`src/rtl/tomc_pkg.sv`:
```
package tomc_pkg;

  // Register byte offsets
  localparam logic [7:0] ORDER_IN_ADDR     = 8'h00;
  localparam logic [7:0] ORDER_STATUS_ADDR = 8'h04;
  localparam logic [7:0] ORDER_DATA_ADDR   = 8'h08;
  localparam logic [7:0] OPER_MSG_ADDR     = 8'h0c;
  localparam logic [7:0] MAINT_SINGLE_ADDR = 8'h10;
  localparam logic [7:0] MAINT_HDR_ADDR    = 8'h14;
  localparam logic [7:0] MAINT_DATA_ADDR   = 8'h18;
  localparam logic [7:0] REPLY_STATUS_ADDR = 8'h1c;

  // Inbound order fields
  localparam int ORDER_W        = 23;
  localparam int CMD_LSB        = 20;
  localparam int UNUSED_BIT     = 19;
  localparam int DATA_FIRST_BIT = 18;
  localparam int MAINT_IND_BIT  = 17;
  localparam int PRIORITY_BIT   = 22;
  localparam int APP_ORDER_BIT  = 21;
  localparam int OPC_HIGH_LSB   = 18;
  localparam int OPC_LOW_BIT    = 16;

  // Command codes of operational orders
  localparam logic [2:0] CMD_STATE_CHANGE = 3'h1;
  localparam logic [2:0] CMD_DIGIT_OUT    = 3'h2;
  localparam logic [2:0] CMD_LINK         = 3'h3;
  localparam logic [2:0] CMD_START_PULSE  = 3'h5;

  // Outbound message fields
  localparam int REPLY_W        = 16;
  localparam int MAINT_MSG_BIT  = 15;
  localparam int MULTIWORD_BIT  = 14;
  localparam int CTRL_MSG_BIT   = 13;
  localparam int MSG_TYPE_LSB   = 12;
  localparam int HDR_LEN_LSB    = 8;
  localparam logic [4:0] LEN_BIAS = 5'h02;

  // Operational message type codes
  localparam logic [2:0] MT_DIGIT     = 3'h1;
  localparam logic [2:0] MT_REVERTIVE = 3'h2;
  localparam logic [2:0] MT_RESEIZE   = 3'h3;
  localparam logic [2:0] MT_PREPULSE  = 3'h4;
  localparam logic [2:0] MT_WINK      = 3'h6;
  localparam logic [2:0] MT_GENERAL   = 3'h7;

  // Reply status error bits
  localparam int ERR_KIND_BIT = 0;
  localparam int ERR_SEQ_BIT  = 1;
  localparam int ERR_LEN_BIT  = 2;

  typedef enum logic [2:0] {
    TOMC_STATE_CHANGE,
    TOMC_DIGIT_OUT,
    TOMC_LINK,
    TOMC_START_PULSE,
    TOMC_INVALID,
    TOMC_MAINT_APP,
    TOMC_MAINT_CTRL
  } tomc_kind_e;

endpackage

```
`src/rtl/tomc_codec.sv`:
```
// The AXI4-Lite interface to the registers and the register addresses were chosen for this implementation.
`timescale 1ns/1ps
// How it works
// - Operational orders decode by their three-bit command code field.
// - Command code 001 means trunk state change.
// - Command code 010 means outpulse digits on a trunk.
// - Command code 011 links a pulsing register to a call register.
// - Command code 101 reports start-pulsing signal detected.
// - Low priority maintenance orders split application/controller by application flag.
// - Maintenance bit set means maintenance order.
// - Opcode is three high bits joined with one low bit.
// - Operational replies drive the maintenance bit to zero.
// - Types 001 digit, 010 revertive pulse, 011 fast reseizure.
// - Types 100 prepulse, 110 wink, 111 general reply.
// - Maintenance replies set bit 15.
// - Single-word maintenance replies clear the multi-word flag, bit 14.
// - Application maintenance replies clear the controller flag, bit 13.
// - Single-word payload fills the low 13 bits.
// - Multi-word header sets multi-word flag; data words follow.
// - Header length equals total length including header minus two.
// - Multi-word header carries an eight-bit type field.
// - Multi-word replies always clear the controller flag.
// - Bit 17 of an inbound order is the maintenance indicator.
// - All outbound replies are 16-bit words.
module tomc_codec (
  input  wire logic                aclk,
  input  wire logic                aresetn,
  input  wire logic [7:0]          s_axi_awaddr,
  input  wire logic                s_axi_awvalid,
  output logic                     s_axi_awready,
  input  wire logic [31:0]         s_axi_wdata,
  input  wire logic [3:0]          s_axi_wstrb,
  input  wire logic                s_axi_wvalid,
  output logic                     s_axi_wready,
  output logic [1:0]               s_axi_bresp,
  output logic                     s_axi_bvalid,
  input  wire logic                s_axi_bready,
  input  wire logic [7:0]          s_axi_araddr,
  input  wire logic                s_axi_arvalid,
  output logic                     s_axi_arready,
  output logic [31:0]              s_axi_rdata,
  output logic [1:0]               s_axi_rresp,
  output logic                     s_axi_rvalid,
  input  wire logic                s_axi_rready,
  output logic                     order_strobe,
  output tomc_pkg::tomc_kind_e     order_kind,
  output logic [3:0]               order_opcode,
  output logic [17:0]              order_data,
  output logic [15:0]              reply_word,
  output logic                     reply_valid
);

  localparam logic [1:0] RESP_OKAY   = 2'h0;
  localparam logic [1:0] RESP_SLVERR = 2'h2;

  logic [7:0]  wr_addr;
  logic [31:0] wr_data;
  logic        wr_full;
  logic        commit;
  logic        mapped_wr;
  logic [4:0]  words_left;
  logic [2:0]  err_flags;
  logic [15:0] reply_count;
  logic [22:0] last_order;
  logic        order_seen;
  logic        order_unused_set;
  logic [2:0]  msg_code;
  logic        msg_code_ok;
  logic [31:0] next_rdata;
  logic        next_rd_ok;
  logic        wr_oper;
  logic        wr_single;
  logic        wr_hdr;
  logic        wr_word;
  logic        wr_order;
  logic [4:0]  hdr_total;
  logic        seq_busy;

  // Decoded reply requests, error causes and status words
  logic [4:0]  hdr_span;
  logic        hdr_ok;
  logic        take_oper;
  logic        take_single;
  logic        take_hdr;
  logic        take_word;
  logic        err_kind_set;
  logic        err_seq_set;
  logic        err_len_set;
  logic [2:0]  err_clear;
  logic [31:0] order_status_word;
  logic [31:0] reply_status_word;

  // Write takes effect once both address and data are held
  // The bvalid term keeps one write from being applied twice
  assign commit    = !s_axi_awready && !s_axi_wready && !s_axi_bvalid;
  assign mapped_wr = (wr_addr == tomc_pkg::ORDER_IN_ADDR) ||
                     (wr_addr == tomc_pkg::OPER_MSG_ADDR) ||
                     (wr_addr == tomc_pkg::MAINT_SINGLE_ADDR) ||
                     (wr_addr == tomc_pkg::MAINT_HDR_ADDR) ||
                     (wr_addr == tomc_pkg::MAINT_DATA_ADDR) ||
                     (wr_addr == tomc_pkg::REPLY_STATUS_ADDR);
  assign seq_busy  = (words_left != 5'h00);
  assign wr_order  = commit && (wr_addr == tomc_pkg::ORDER_IN_ADDR);
  assign wr_oper   = commit && (wr_addr == tomc_pkg::OPER_MSG_ADDR);
  assign wr_single = commit && (wr_addr == tomc_pkg::MAINT_SINGLE_ADDR);
  assign wr_hdr    = commit && (wr_addr == tomc_pkg::MAINT_HDR_ADDR);
  assign wr_word   = commit && (wr_addr == tomc_pkg::MAINT_DATA_ADDR);
  assign hdr_total = wr_data[20:16];

  // Length field is four bits wide, so totals outside 2..17 cannot be encoded
  assign hdr_span  = hdr_total - tomc_pkg::LEN_BIAS;
  assign hdr_ok    = (hdr_span <= 5'h0f);

  // Accepted reply requests; each needs a full-word write
  assign take_oper   = wr_full && !seq_busy && wr_oper && msg_code_ok;
  assign take_single = wr_full && !seq_busy && wr_single;
  assign take_hdr    = wr_full && !seq_busy && wr_hdr && hdr_ok;
  assign take_word   = wr_full && seq_busy && wr_word;

  // Error causes and the write-one-to-clear mask from software
  // Sequence error: a new message while data words are owed, or a stray data word
  assign err_kind_set = wr_full && wr_oper && !seq_busy && !msg_code_ok;
  assign err_seq_set  = wr_full && ((seq_busy && (wr_oper || wr_single || wr_hdr)) ||
                                    (!seq_busy && wr_word));
  assign err_len_set  = wr_full && wr_hdr && !seq_busy && !hdr_ok;
  assign err_clear    = (commit && wr_full && wr_addr == tomc_pkg::REPLY_STATUS_ADDR) ?
                        wr_data[2:0] : 3'h0;

  // Address channel: take once, hold until the response is accepted
  // Address bits 1:0 are dropped, every register is one aligned word
  always_ff @(posedge aclk) begin
    if (!aresetn) begin
      s_axi_awready <= 1'b1;
      wr_addr       <= 8'h00;
    end else if (s_axi_awvalid && s_axi_awready) begin
      s_axi_awready <= 1'b0;
      wr_addr       <= {s_axi_awaddr[7:2], 2'b00};
    end else if (s_axi_bvalid && s_axi_bready) begin
      s_axi_awready <= 1'b1;
    end
  end

  // Data channel, independent of the address channel
  always_ff @(posedge aclk) begin
    if (!aresetn) begin
      s_axi_wready <= 1'b1;
      wr_data      <= 32'h0000_0000;
      wr_full      <= 1'b0;
    end else if (s_axi_wvalid && s_axi_wready) begin
      s_axi_wready <= 1'b0;
      wr_data      <= s_axi_wdata;
      wr_full      <= (s_axi_wstrb == 4'hf);    // Strobes are only valid with wvalid
    end else if (s_axi_bvalid && s_axi_bready) begin
      s_axi_wready <= 1'b1;
    end
  end

  // Partial strobes and unmapped addresses are refused with SLVERR
  always_ff @(posedge aclk) begin
    if (!aresetn) begin
      s_axi_bvalid <= 1'b0;
      s_axi_bresp  <= RESP_OKAY;
    end else if (commit) begin
      s_axi_bvalid <= 1'b1;
      s_axi_bresp  <= (mapped_wr && wr_full) ? RESP_OKAY : RESP_SLVERR;
    end else if (s_axi_bready) begin
      s_axi_bvalid <= 1'b0;
    end
  end

  // Inbound order decode
  // Refused writes never reach here: a full strobe and the address both gate it
  always_ff @(posedge aclk) begin
    if (!aresetn) begin
      order_strobe     <= 1'b0;
      order_kind       <= tomc_pkg::TOMC_INVALID;
      order_opcode     <= 4'h0;
      order_data       <= 18'h00000;
      last_order       <= 23'h000000;
      order_seen       <= 1'b0;
      order_unused_set <= 1'b0;
    end else begin
      order_strobe <= 1'b0;
      if (wr_order && wr_full) begin
        last_order <= wr_data[22:0];
        order_seen <= 1'b1;
        if (!wr_data[tomc_pkg::MAINT_IND_BIT]) begin
          // Unused bit is reported only; the sender keeps it zero
          order_unused_set <= wr_data[tomc_pkg::UNUSED_BIT];
          order_opcode     <= {1'b0, wr_data[22:20]};
          order_data       <= {wr_data[tomc_pkg::DATA_FIRST_BIT], wr_data[16:0]};
          unique case (wr_data[22:20])
            tomc_pkg::CMD_STATE_CHANGE: begin
              order_kind   <= tomc_pkg::TOMC_STATE_CHANGE;
              order_strobe <= 1'b1;
            end
            tomc_pkg::CMD_DIGIT_OUT: begin
              order_kind   <= tomc_pkg::TOMC_DIGIT_OUT;
              order_strobe <= 1'b1;
            end
            tomc_pkg::CMD_LINK: begin
              order_kind   <= tomc_pkg::TOMC_LINK;
              order_strobe <= 1'b1;
            end
            tomc_pkg::CMD_START_PULSE: begin
              order_kind   <= tomc_pkg::TOMC_START_PULSE;
              order_strobe <= 1'b1;
            end
            default: begin
              order_kind <= tomc_pkg::TOMC_INVALID;
            end
          endcase
        end else begin
          order_unused_set <= 1'b0;
          order_opcode <= {wr_data[20:18], wr_data[tomc_pkg::OPC_LOW_BIT]};
          order_data   <= {2'b00, wr_data[15:0]};
          order_strobe <= 1'b1;
          // Priority zero with application flag set is an application order
          if (!wr_data[tomc_pkg::PRIORITY_BIT] && wr_data[tomc_pkg::APP_ORDER_BIT]) begin
            order_kind <= tomc_pkg::TOMC_MAINT_APP;
          end else begin
            order_kind <= tomc_pkg::TOMC_MAINT_CTRL;
          end
        end
      end
    end
  end

  // Kind index from software to message type code
  always_comb begin
    msg_code_ok = 1'b1;
    unique case (wr_data[18:16])
      3'h0: msg_code = tomc_pkg::MT_DIGIT;
      3'h1: msg_code = tomc_pkg::MT_REVERTIVE;
      3'h2: msg_code = tomc_pkg::MT_RESEIZE;
      3'h3: msg_code = tomc_pkg::MT_PREPULSE;
      3'h4: msg_code = tomc_pkg::MT_WINK;
      3'h5: msg_code = tomc_pkg::MT_GENERAL;
      default: begin
        msg_code    = 3'h0;
        msg_code_ok = 1'b0;
      end
    endcase
  end

  // Outbound reply word builder; every accepted request emits one 16-bit word
  always_ff @(posedge aclk) begin
    if (!aresetn) begin
      reply_word  <= 16'h0000;
      reply_valid <= 1'b0;
      words_left  <= 5'h00;
    end else begin
      reply_valid <= 1'b0;
      if (take_oper) begin
        reply_word  <= {1'b0, msg_code, wr_data[11:0]};
        reply_valid <= 1'b1;
      end else if (take_single) begin
        reply_word  <= {1'b1, 1'b0, 1'b0, wr_data[12:0]};
        reply_valid <= 1'b1;
      end else if (take_hdr) begin
        reply_word  <= {1'b1, 1'b1, 1'b0, 1'b0,
                        hdr_span[3:0],
                        wr_data[7:0]};
        reply_valid <= 1'b1;
        words_left  <= hdr_total - 5'h01;
      end else if (take_word) begin
        reply_word  <= wr_data[15:0];
        reply_valid <= 1'b1;
        words_left  <= words_left - 5'h01;
      end
    end
  end

  // Sticky error flags; a new error wins over a clear in the same cycle
  always_ff @(posedge aclk) begin
    if (!aresetn) begin
      err_flags <= 3'h0;
    end else begin
      err_flags <= (err_flags & ~err_clear) |
                   {err_len_set, err_seq_set, err_kind_set};
    end
  end

  // Count of reply words emitted
  // Wraps after 65536 words; software treats it as a running tally
  always_ff @(posedge aclk) begin
    if (!aresetn) begin
      reply_count <= 16'h0000;
    end else if (reply_valid) begin
      reply_count <= reply_count + 16'h0001;
    end
  end

  // Status words as software reads them
  assign order_status_word = {20'h00000, order_seen, order_unused_set,
                              last_order[tomc_pkg::MAINT_IND_BIT], 2'b00, order_kind,
                              order_opcode};
  assign reply_status_word = {reply_count, reply_word[15:8], words_left, err_flags};

  // Read data selection
  always_comb begin
    next_rd_ok = 1'b1;
    next_rdata = 32'h0000_0000;
    unique case ({s_axi_araddr[7:2], 2'b00})
      tomc_pkg::ORDER_IN_ADDR:
        next_rdata = {9'h000, last_order};
      tomc_pkg::ORDER_STATUS_ADDR:
        next_rdata = order_status_word;
      tomc_pkg::ORDER_DATA_ADDR:
        next_rdata = {14'h0000, order_data};
      tomc_pkg::REPLY_STATUS_ADDR:
        next_rdata = reply_status_word;
      tomc_pkg::OPER_MSG_ADDR, tomc_pkg::MAINT_SINGLE_ADDR,
      tomc_pkg::MAINT_HDR_ADDR, tomc_pkg::MAINT_DATA_ADDR:
        next_rdata = 32'h0000_0000;
      default:
        next_rd_ok = 1'b0;
    endcase
  end

  // Read channel: one read in flight, answered the cycle after it is taken
  // No new address is taken until the data has been accepted
  always_ff @(posedge aclk) begin
    if (!aresetn) begin
      s_axi_arready <= 1'b1;
      s_axi_rvalid  <= 1'b0;
      s_axi_rdata   <= 32'h0000_0000;
      s_axi_rresp   <= RESP_OKAY;
    end else if (s_axi_arvalid && s_axi_arready) begin
      s_axi_arready <= 1'b0;
      s_axi_rvalid  <= 1'b1;
      s_axi_rdata   <= next_rdata;
      s_axi_rresp   <= next_rd_ok ? RESP_OKAY : RESP_SLVERR;
    end else if (s_axi_rvalid && s_axi_rready) begin
      s_axi_rvalid  <= 1'b0;
      s_axi_arready <= 1'b1;
    end
  end

endmodule

```
`config.mk`:
```
export PLATFORM = sky130hd
export DESIGN_NAME = tomc_codec
export DESIGN_NICKNAME = d
export VERILOG_FILES = /design/src/rtl/tomc_pkg.sv /design/src/rtl/tomc_codec.sv
export SDC_FILE = /design/constraint.sdc
export NUM_CORES = 1
export LEC_CHECK = 0
export BUFFER_PORTS_ARGS = -buffer_cell sky130_fd_sc_hd__buf_2
export CAP_MARGIN = 10
export CELL_PAD_IN_SITES_DETAIL_PLACEMENT = 1
export CELL_PAD_IN_SITES_GLOBAL_PLACEMENT = 1
export CORE_ASPECT_RATIO = 1.75
export CORE_MARGIN = 10
export CORE_UTILIZATION = 40
export DETAILED_ROUTE_END_ITERATION = 6
export PLACE_DENSITY_LB_ADDON = 0.12
export REMOVE_ABC_BUFFERS = 1
export SYNTH_ARGS = -nofsm -noshare
export SYNTH_HDL_FRONTEND = slang
export SYNTH_SLANG_ARGS = --single-unit
```
`constraint.sdc`:
```
create_clock -name aclk -period 3.25 [get_ports aclk]
set_input_delay 0.325 -clock aclk [delete_from_list [all_inputs] [get_ports aclk]]
set_output_delay 0.325 -clock aclk [all_outputs]
set_load 0.02 [all_outputs]
```
Yosys cells after proc, flatten, opt, wreduce, memory -nomap -nowiden
Cells that the tools add are included.

$add $sub $neg: 4. Multipliers: 0. Div/mod/pow operators: 0. Order comparisons: 1. Equal/unequal tests: 22. Shift operators: 0. Multiplexer cells: 34. Bitwise operators: 6. Reductions and logical operators: 66.

Operators by type and width (count): $pmux 32 s4 (1); $eq 6x3->1 const B (8); $mux 16 (3); $logic_and 1x1->1 (34); $eq 6x2->1 const B (3); $mux 1 (18); $mux 18 (1); $pmux 3 s6 (1); $add 16x1->16 const B (1); $mux 15 (1); $eq 3x2->1 const B (4); $pmux 3 s4 (1); $mux 5 (2); $reduce_bool 2->1 (5); $sub 5x1->5 const B (2); $eq 3x3->1 const B (3); $logic_not 8->1 (1); $logic_or 1x1->1 (8); $reduce_or 8->1 (1); $logic_not 1->1 (7); $eq 3x1->1 const B (2); $eq 6x1->1 const B (1); $logic_not 6->1 (1); $mux 2 (3); 18 further kinds (21).

Flip-flop bits (word level): 163. Bits in latches: 0. Memory bits (writable): 0. ROM bits: 0. Word-level logic and storage cells: 157. Memories kept: 0.

Depth between registers and ports, before layout
Depth in word-level cells: 10. Gate-level depth with buffers: 14. Gate-level depth less buffers: 12.

Worst setup path before layout
OpenSTA, ideal clock, no wires.

Kind: flip-flop to flip-flop. Start point: register wr_data[17]. End point: register words_left[2]. Setup time: 0.133 ns. Arrival: 2.719 ns. Required time: 3.117 ns. Path slack: 0.398 ns. Stages on the path, launching flop included: 15. Period minus slack after synthesis: 2.852 ns. Cells stage by stage: dfxtp_1 -> clkbuf_1 -> clkinv_1 -> ha_1 -> o211ai_1 -> o211ai_1 -> clkbuf_2 -> nor2_1 -> a21oi_1 -> ha_1 -> nand2b_1 -> nand2b_1 -> o32ai_1 -> a21oi_1 -> a31oi_1.

Word-level cells in the longest chain between the ends: 6. Elaborated cells on any way between the ends: 17. Those cells by class: add/sub: 2; order compare: 1; eq/ne: 5; mux: 2; bitwise: 1; reduce/logical: 6.

Ends and longest elaborated chain: start: declaration (line tomc_codec.sv:57) `logic [31:0] wr_data;`; start signal: assignment (line tomc_codec.sv:151) `wr_data <= s_axi_wdata;`; branches (longest 6 deep; another with $sub 5x2->5); end signal: assignment (line tomc_codec.sv:265) `words_left <= hdr_total - 5'h01;`; end signal: assignment (line tomc_codec.sv:269) `words_left <= words_left - 5'h01;`; end: declaration (line tomc_codec.sv:61) `logic [4:0] words_left;`.

Parallel ways; which one is timed is not known. A chain may end at the register's enable or synchronous reset.

Final worst setup path
Ends and elaborated chain as after synthesis.

==> key figures <==
Status
  – Outcome: completed

GRT
  – Antenna violations before repair: 0
  – First-pass GRT wire length: 37.5 mm
  – Total Routing Usage GR: 0.221
  – Vias in the first global route: 6825
  – Pin count of the biggest net entering global routing: 57
  – Total grt overflow: 0

Synth
  – Sequential share of the synthesized area: 0.456
  – Syn Area/Cell: 8.25 um^2
  – Synthesis Warnings: 0
  – Post-synth cell types: 69
  – Most used DFF post-synth: dfxtp_1
  – Cells after synthesis: 772
  – Post-synth EDFFs: 0
  – Fraction of registers with async set/reset: 0
  – Syn Std Cell Area: 6370 um^2
  – #FFs+latches synth: 145

Timing
  – Slew margin rel.: 0.213
  – # setup viols final: 0
  – RSZ-0062 raised after global routing: no
  – Final Skew: 0.0114 ns
  – Final hold vios: 0
  – Worst Max-Slew Pin Slew: 1.18 ns
  – Max-slew violations: 0
  – Fin crit period: 2.65 ns
  – Fin crit share: 0.815
  – Final worst setup slack: 0.601 ns
  – Fmax: 0.378 GHz
  – Total negative slack: 0 ns

Clocking
  – Clk Latency, worst-skew pair: 0.42 ns
  – Num CTS Buffers: 17
  – Setup Fix Bufs, Post-CTS: 0
  – Hold_buf cts: 0
  – Clock Sinks: 145
  – CTS clock-pin slew for the worst setup and hold paths: 0.07 ns
  – CTS resizes: 0
  – Clock tree buffer depth: 2
  – Root Driver: clkbuf_16
  – CTS tree: built
  – Htree depth: 4

Power and ir drop
  – PwrDens: 533 nW/um^2
  – Leak pwr: 3.16 nW
  – Peak supply drop: 0.291 mV

Floorplan
  – Ports: 143
  – Core area: 15800 um^2
  – Die Span X: 115 um
  – Die area: 21600 um^2
  – Rows: 61
  – Vert. Die Dim: 187 um
  – Initial Utilization: 0.403

Drt
  – DR vias: 6263
  – Final ANT Viol Nets: 0
  – Vias per Instance: 5.80
  – First-pass detailed-route iteration total: 5
  – Avg WL per Cell: 21.6 um
  – Drc violations: 0
  – DR iter-0 viols: 358
  – Routed wire length: 23.3 mm

Setup path
  – Startpoint Class: flip-flop
  – Worst Setup Path Type: reg -> reg
  – CP Max Fanout: 5
  – CP max stage delay: 0.38 ns
  – Worst EP required: 3.55 ns
  – Worst reg2reg startpoint: wr_data[17]
  – FF-to-FF setup slack: 0.60 ns
  – CP Capture Type: flip-flop
  – Critical-path top delay cell: ha_1
  – Worst EP arrival: 2.95 ns
  – Reg2reg path depth: 12
  – Worst R2R End: words_left[2]
  – Cell Chain, Critical Path: clkinv_1 -> ha_1 -> o211ai_1 -> o211ai_1 -> nor2_1 -> a21oi_1 -> ha_1 -> nand2b_1 -> nand2b_1 -> o32ai_1 -> a21oi_1 -> a31oi_1

Cells and area
  – Nets: 941
  – Antenna cell count: 0
  – Layout cells sized above 1: 0.234
  – Fillers: 1919
  – Syn-to-layout area delta: 22.0%

Place
  – Post-Place Setup Slack: 0.613 ns
  – Final HPWL DP: 17.2 mm
  – GP Congestion: 0.884
  – Port Buf Inserts: 127

Hold path
  – Hold EP: wr_addr[3]
  – HP Start: s_axi_awaddr[3]
  – Hold Path Cell Cnt: 3
  – Min-delay worst type: in -> reg

Flow run
  – Max-cap violation count: 0
## how the worst max path moves through the flow
stage	start	end	slack (ns)	cells past startpoint
3_5_place_dp	wr_data[17]	words_left[2]	0.61	12
4_1_cts	wr_data[17]	words_left[2]	0.59	12
3_3_place_gp	wr_data[17]	words_left[2]	0.67	12
2_1_floorplan	wr_data[17]	words_left[2]	0.12	12
6_report	wr_data[17]	words_left[2]	0.60	12
5_1_grt	wr_data[17]	words_left[2]	0.32	12
## where the power goes
| part | internal [mW] | total (mW) | switching, mW |
|---|---|---|---|
| sequential | 1.81 | 1.85 | 0.0372 |
| combinational | 0.101 | 0.300 | 0.199 |
| clock | 1.15 | 1.99 | 0.836 |
| total | 3.07 | 4.14 | 1.07 |
## metal layers
metal	vias to the layer above	wire, um	global-route usage
met2	167	12900	0.415
met3	33	1080	0.0469
met4	0	681	0.0788
met1	3122	8700	0.229
met5	-	0	0
li1	2941	-	-
## state kept, by name, summed over array words and instances, names as in the netlist, 4 cells and up
signal / count
last_order: 7
order_data: 18
order_opcode: 4
reply_count: 16
reply_word: 16
s_axi_rdata: 32
words_left: 5
wr_addr: 6
wr_data: 23
## kinds of logic after synthesis
family                   Yosys count  synth area share
multiplexers                       8            0.0130
buffers and inverters             85            0.0617
AO/OA/AOI/OAI                    207             0.215
other                              1          0.000589
XOR/XNOR                          15            0.0206
adder cells (fa/ha/maj)            5           0.00982
flip-flops                       145             0.456
AND/OR/NAND/NOR                  306             0.224
## cells in the mapped netlist (2+ instances only)
library cell  count  share of area
dfxtp_1         145           0.46
nand2_1         144          0.085
a21oi_1          95          0.075
nor2_1           58          0.034
clkbuf_1         50          0.029
o21ai_0          23          0.018
nand3_1          22          0.017
buf_4            18          0.021
a2bb2oi_1        17          0.023
nor3_1           17          0.013
or3_1            11          0.011
a222oi_1         10          0.016
inv_1            10         0.0059
a221oi_1          9          0.012
nand4_1           9         0.0088
nand2b_1          8         0.0079
xor2_1            8          0.011
and3_1            7         0.0069
o31ai_1           7         0.0082
xnor2_1           7         0.0096
mux2i_1           6         0.0094
nor4_1            6         0.0059
a22oi_1           5         0.0059
ha_1              5         0.0098
nor4b_1           5         0.0069
o211a_1           5         0.0079
o21ai_1           5         0.0039
a31oi_1           4         0.0039
buf_2             4         0.0031
a211oi_1          3         0.0035
and2_1            3         0.0029
o32ai_1           3         0.0041
and4_1            2         0.0028
mux2_2            2         0.0035
o211ai_1          2         0.0024
o311a_1           2         0.0031
o31a_1            2         0.0028
or4b_4            2         0.0043
## worst max-delay path, delay by kind of cell, from the launching register on
family	cells	cell delay, ns
fa+ha+maj	2	0.61
buf+inv	1	0.21
compound gates	6	0.91
simple gates	3	0.46
flops	1	0.33
## stage by stage
| step | total power [mW] | instances | hold WS, ns | cell area (um^2) | util |
|---|---|---|---|---|---|
| 6_report | 4.14 | 1079 | 0.132 | 7770 | 0.492 |
| 5_1_grt | 4.30 | 1079 | 0.146 | 7770 | 0.492 |
| 4_1_cts | 4.18 | 1079 | 0.121 | 7770 | 0.492 |
| 3_5_place_dp | 2.19 | 1047 | 0.446 | 7170 | 0.454 |
| 3_3_place_gp | 2.18 | 1047 | 0.438 | 7170 | 0.454 |
| 2_1_floorplan | 2.04 | 700 | 0.401 | 6030 | - |
## cells in the final DEF (no fill, tap or decap), types with 3 or more instances in the layout
cell,n
a2bb2oi_1,17
dfxtp_1,145
xnor2_1,7
buf_4,29
o21ai_1,5
nor4b_1,4
or3_1,11
a22oi_1,5
buf_2,127
xor2_1,8
clkbuf_16,17
a211oi_1,3
nor4_1,6
o32ai_1,3
mux2i_1,6
inv_6,5
o21ai_0,23
nand2b_1,8
a21oi_1,95
nand2_1,144
nor3_1,16
and3_1,7
clkinvlp_4,3
o211a_1,5
nor2_1,58
nand3_1,22
inv_1,10
o31ai_1,6
a221oi_1,9
a222oi_1,10
a31oi_1,4
ha_1,5
and2_1,3
nand4_1,9
## area by class of cell
cell class	instances	area, um^2	area share
clock buffer	17	425	0.0548
clock inverter	15	171	0.0221
inverter	12	46.3	0.00596
multi-input combinational	543	3090	0.398
sequential	145	2900	0.374
tap	189	236	0.0304
timing repair buffer	158	893	0.115
No activity file was read; power rests on OpenSTA's default activity.
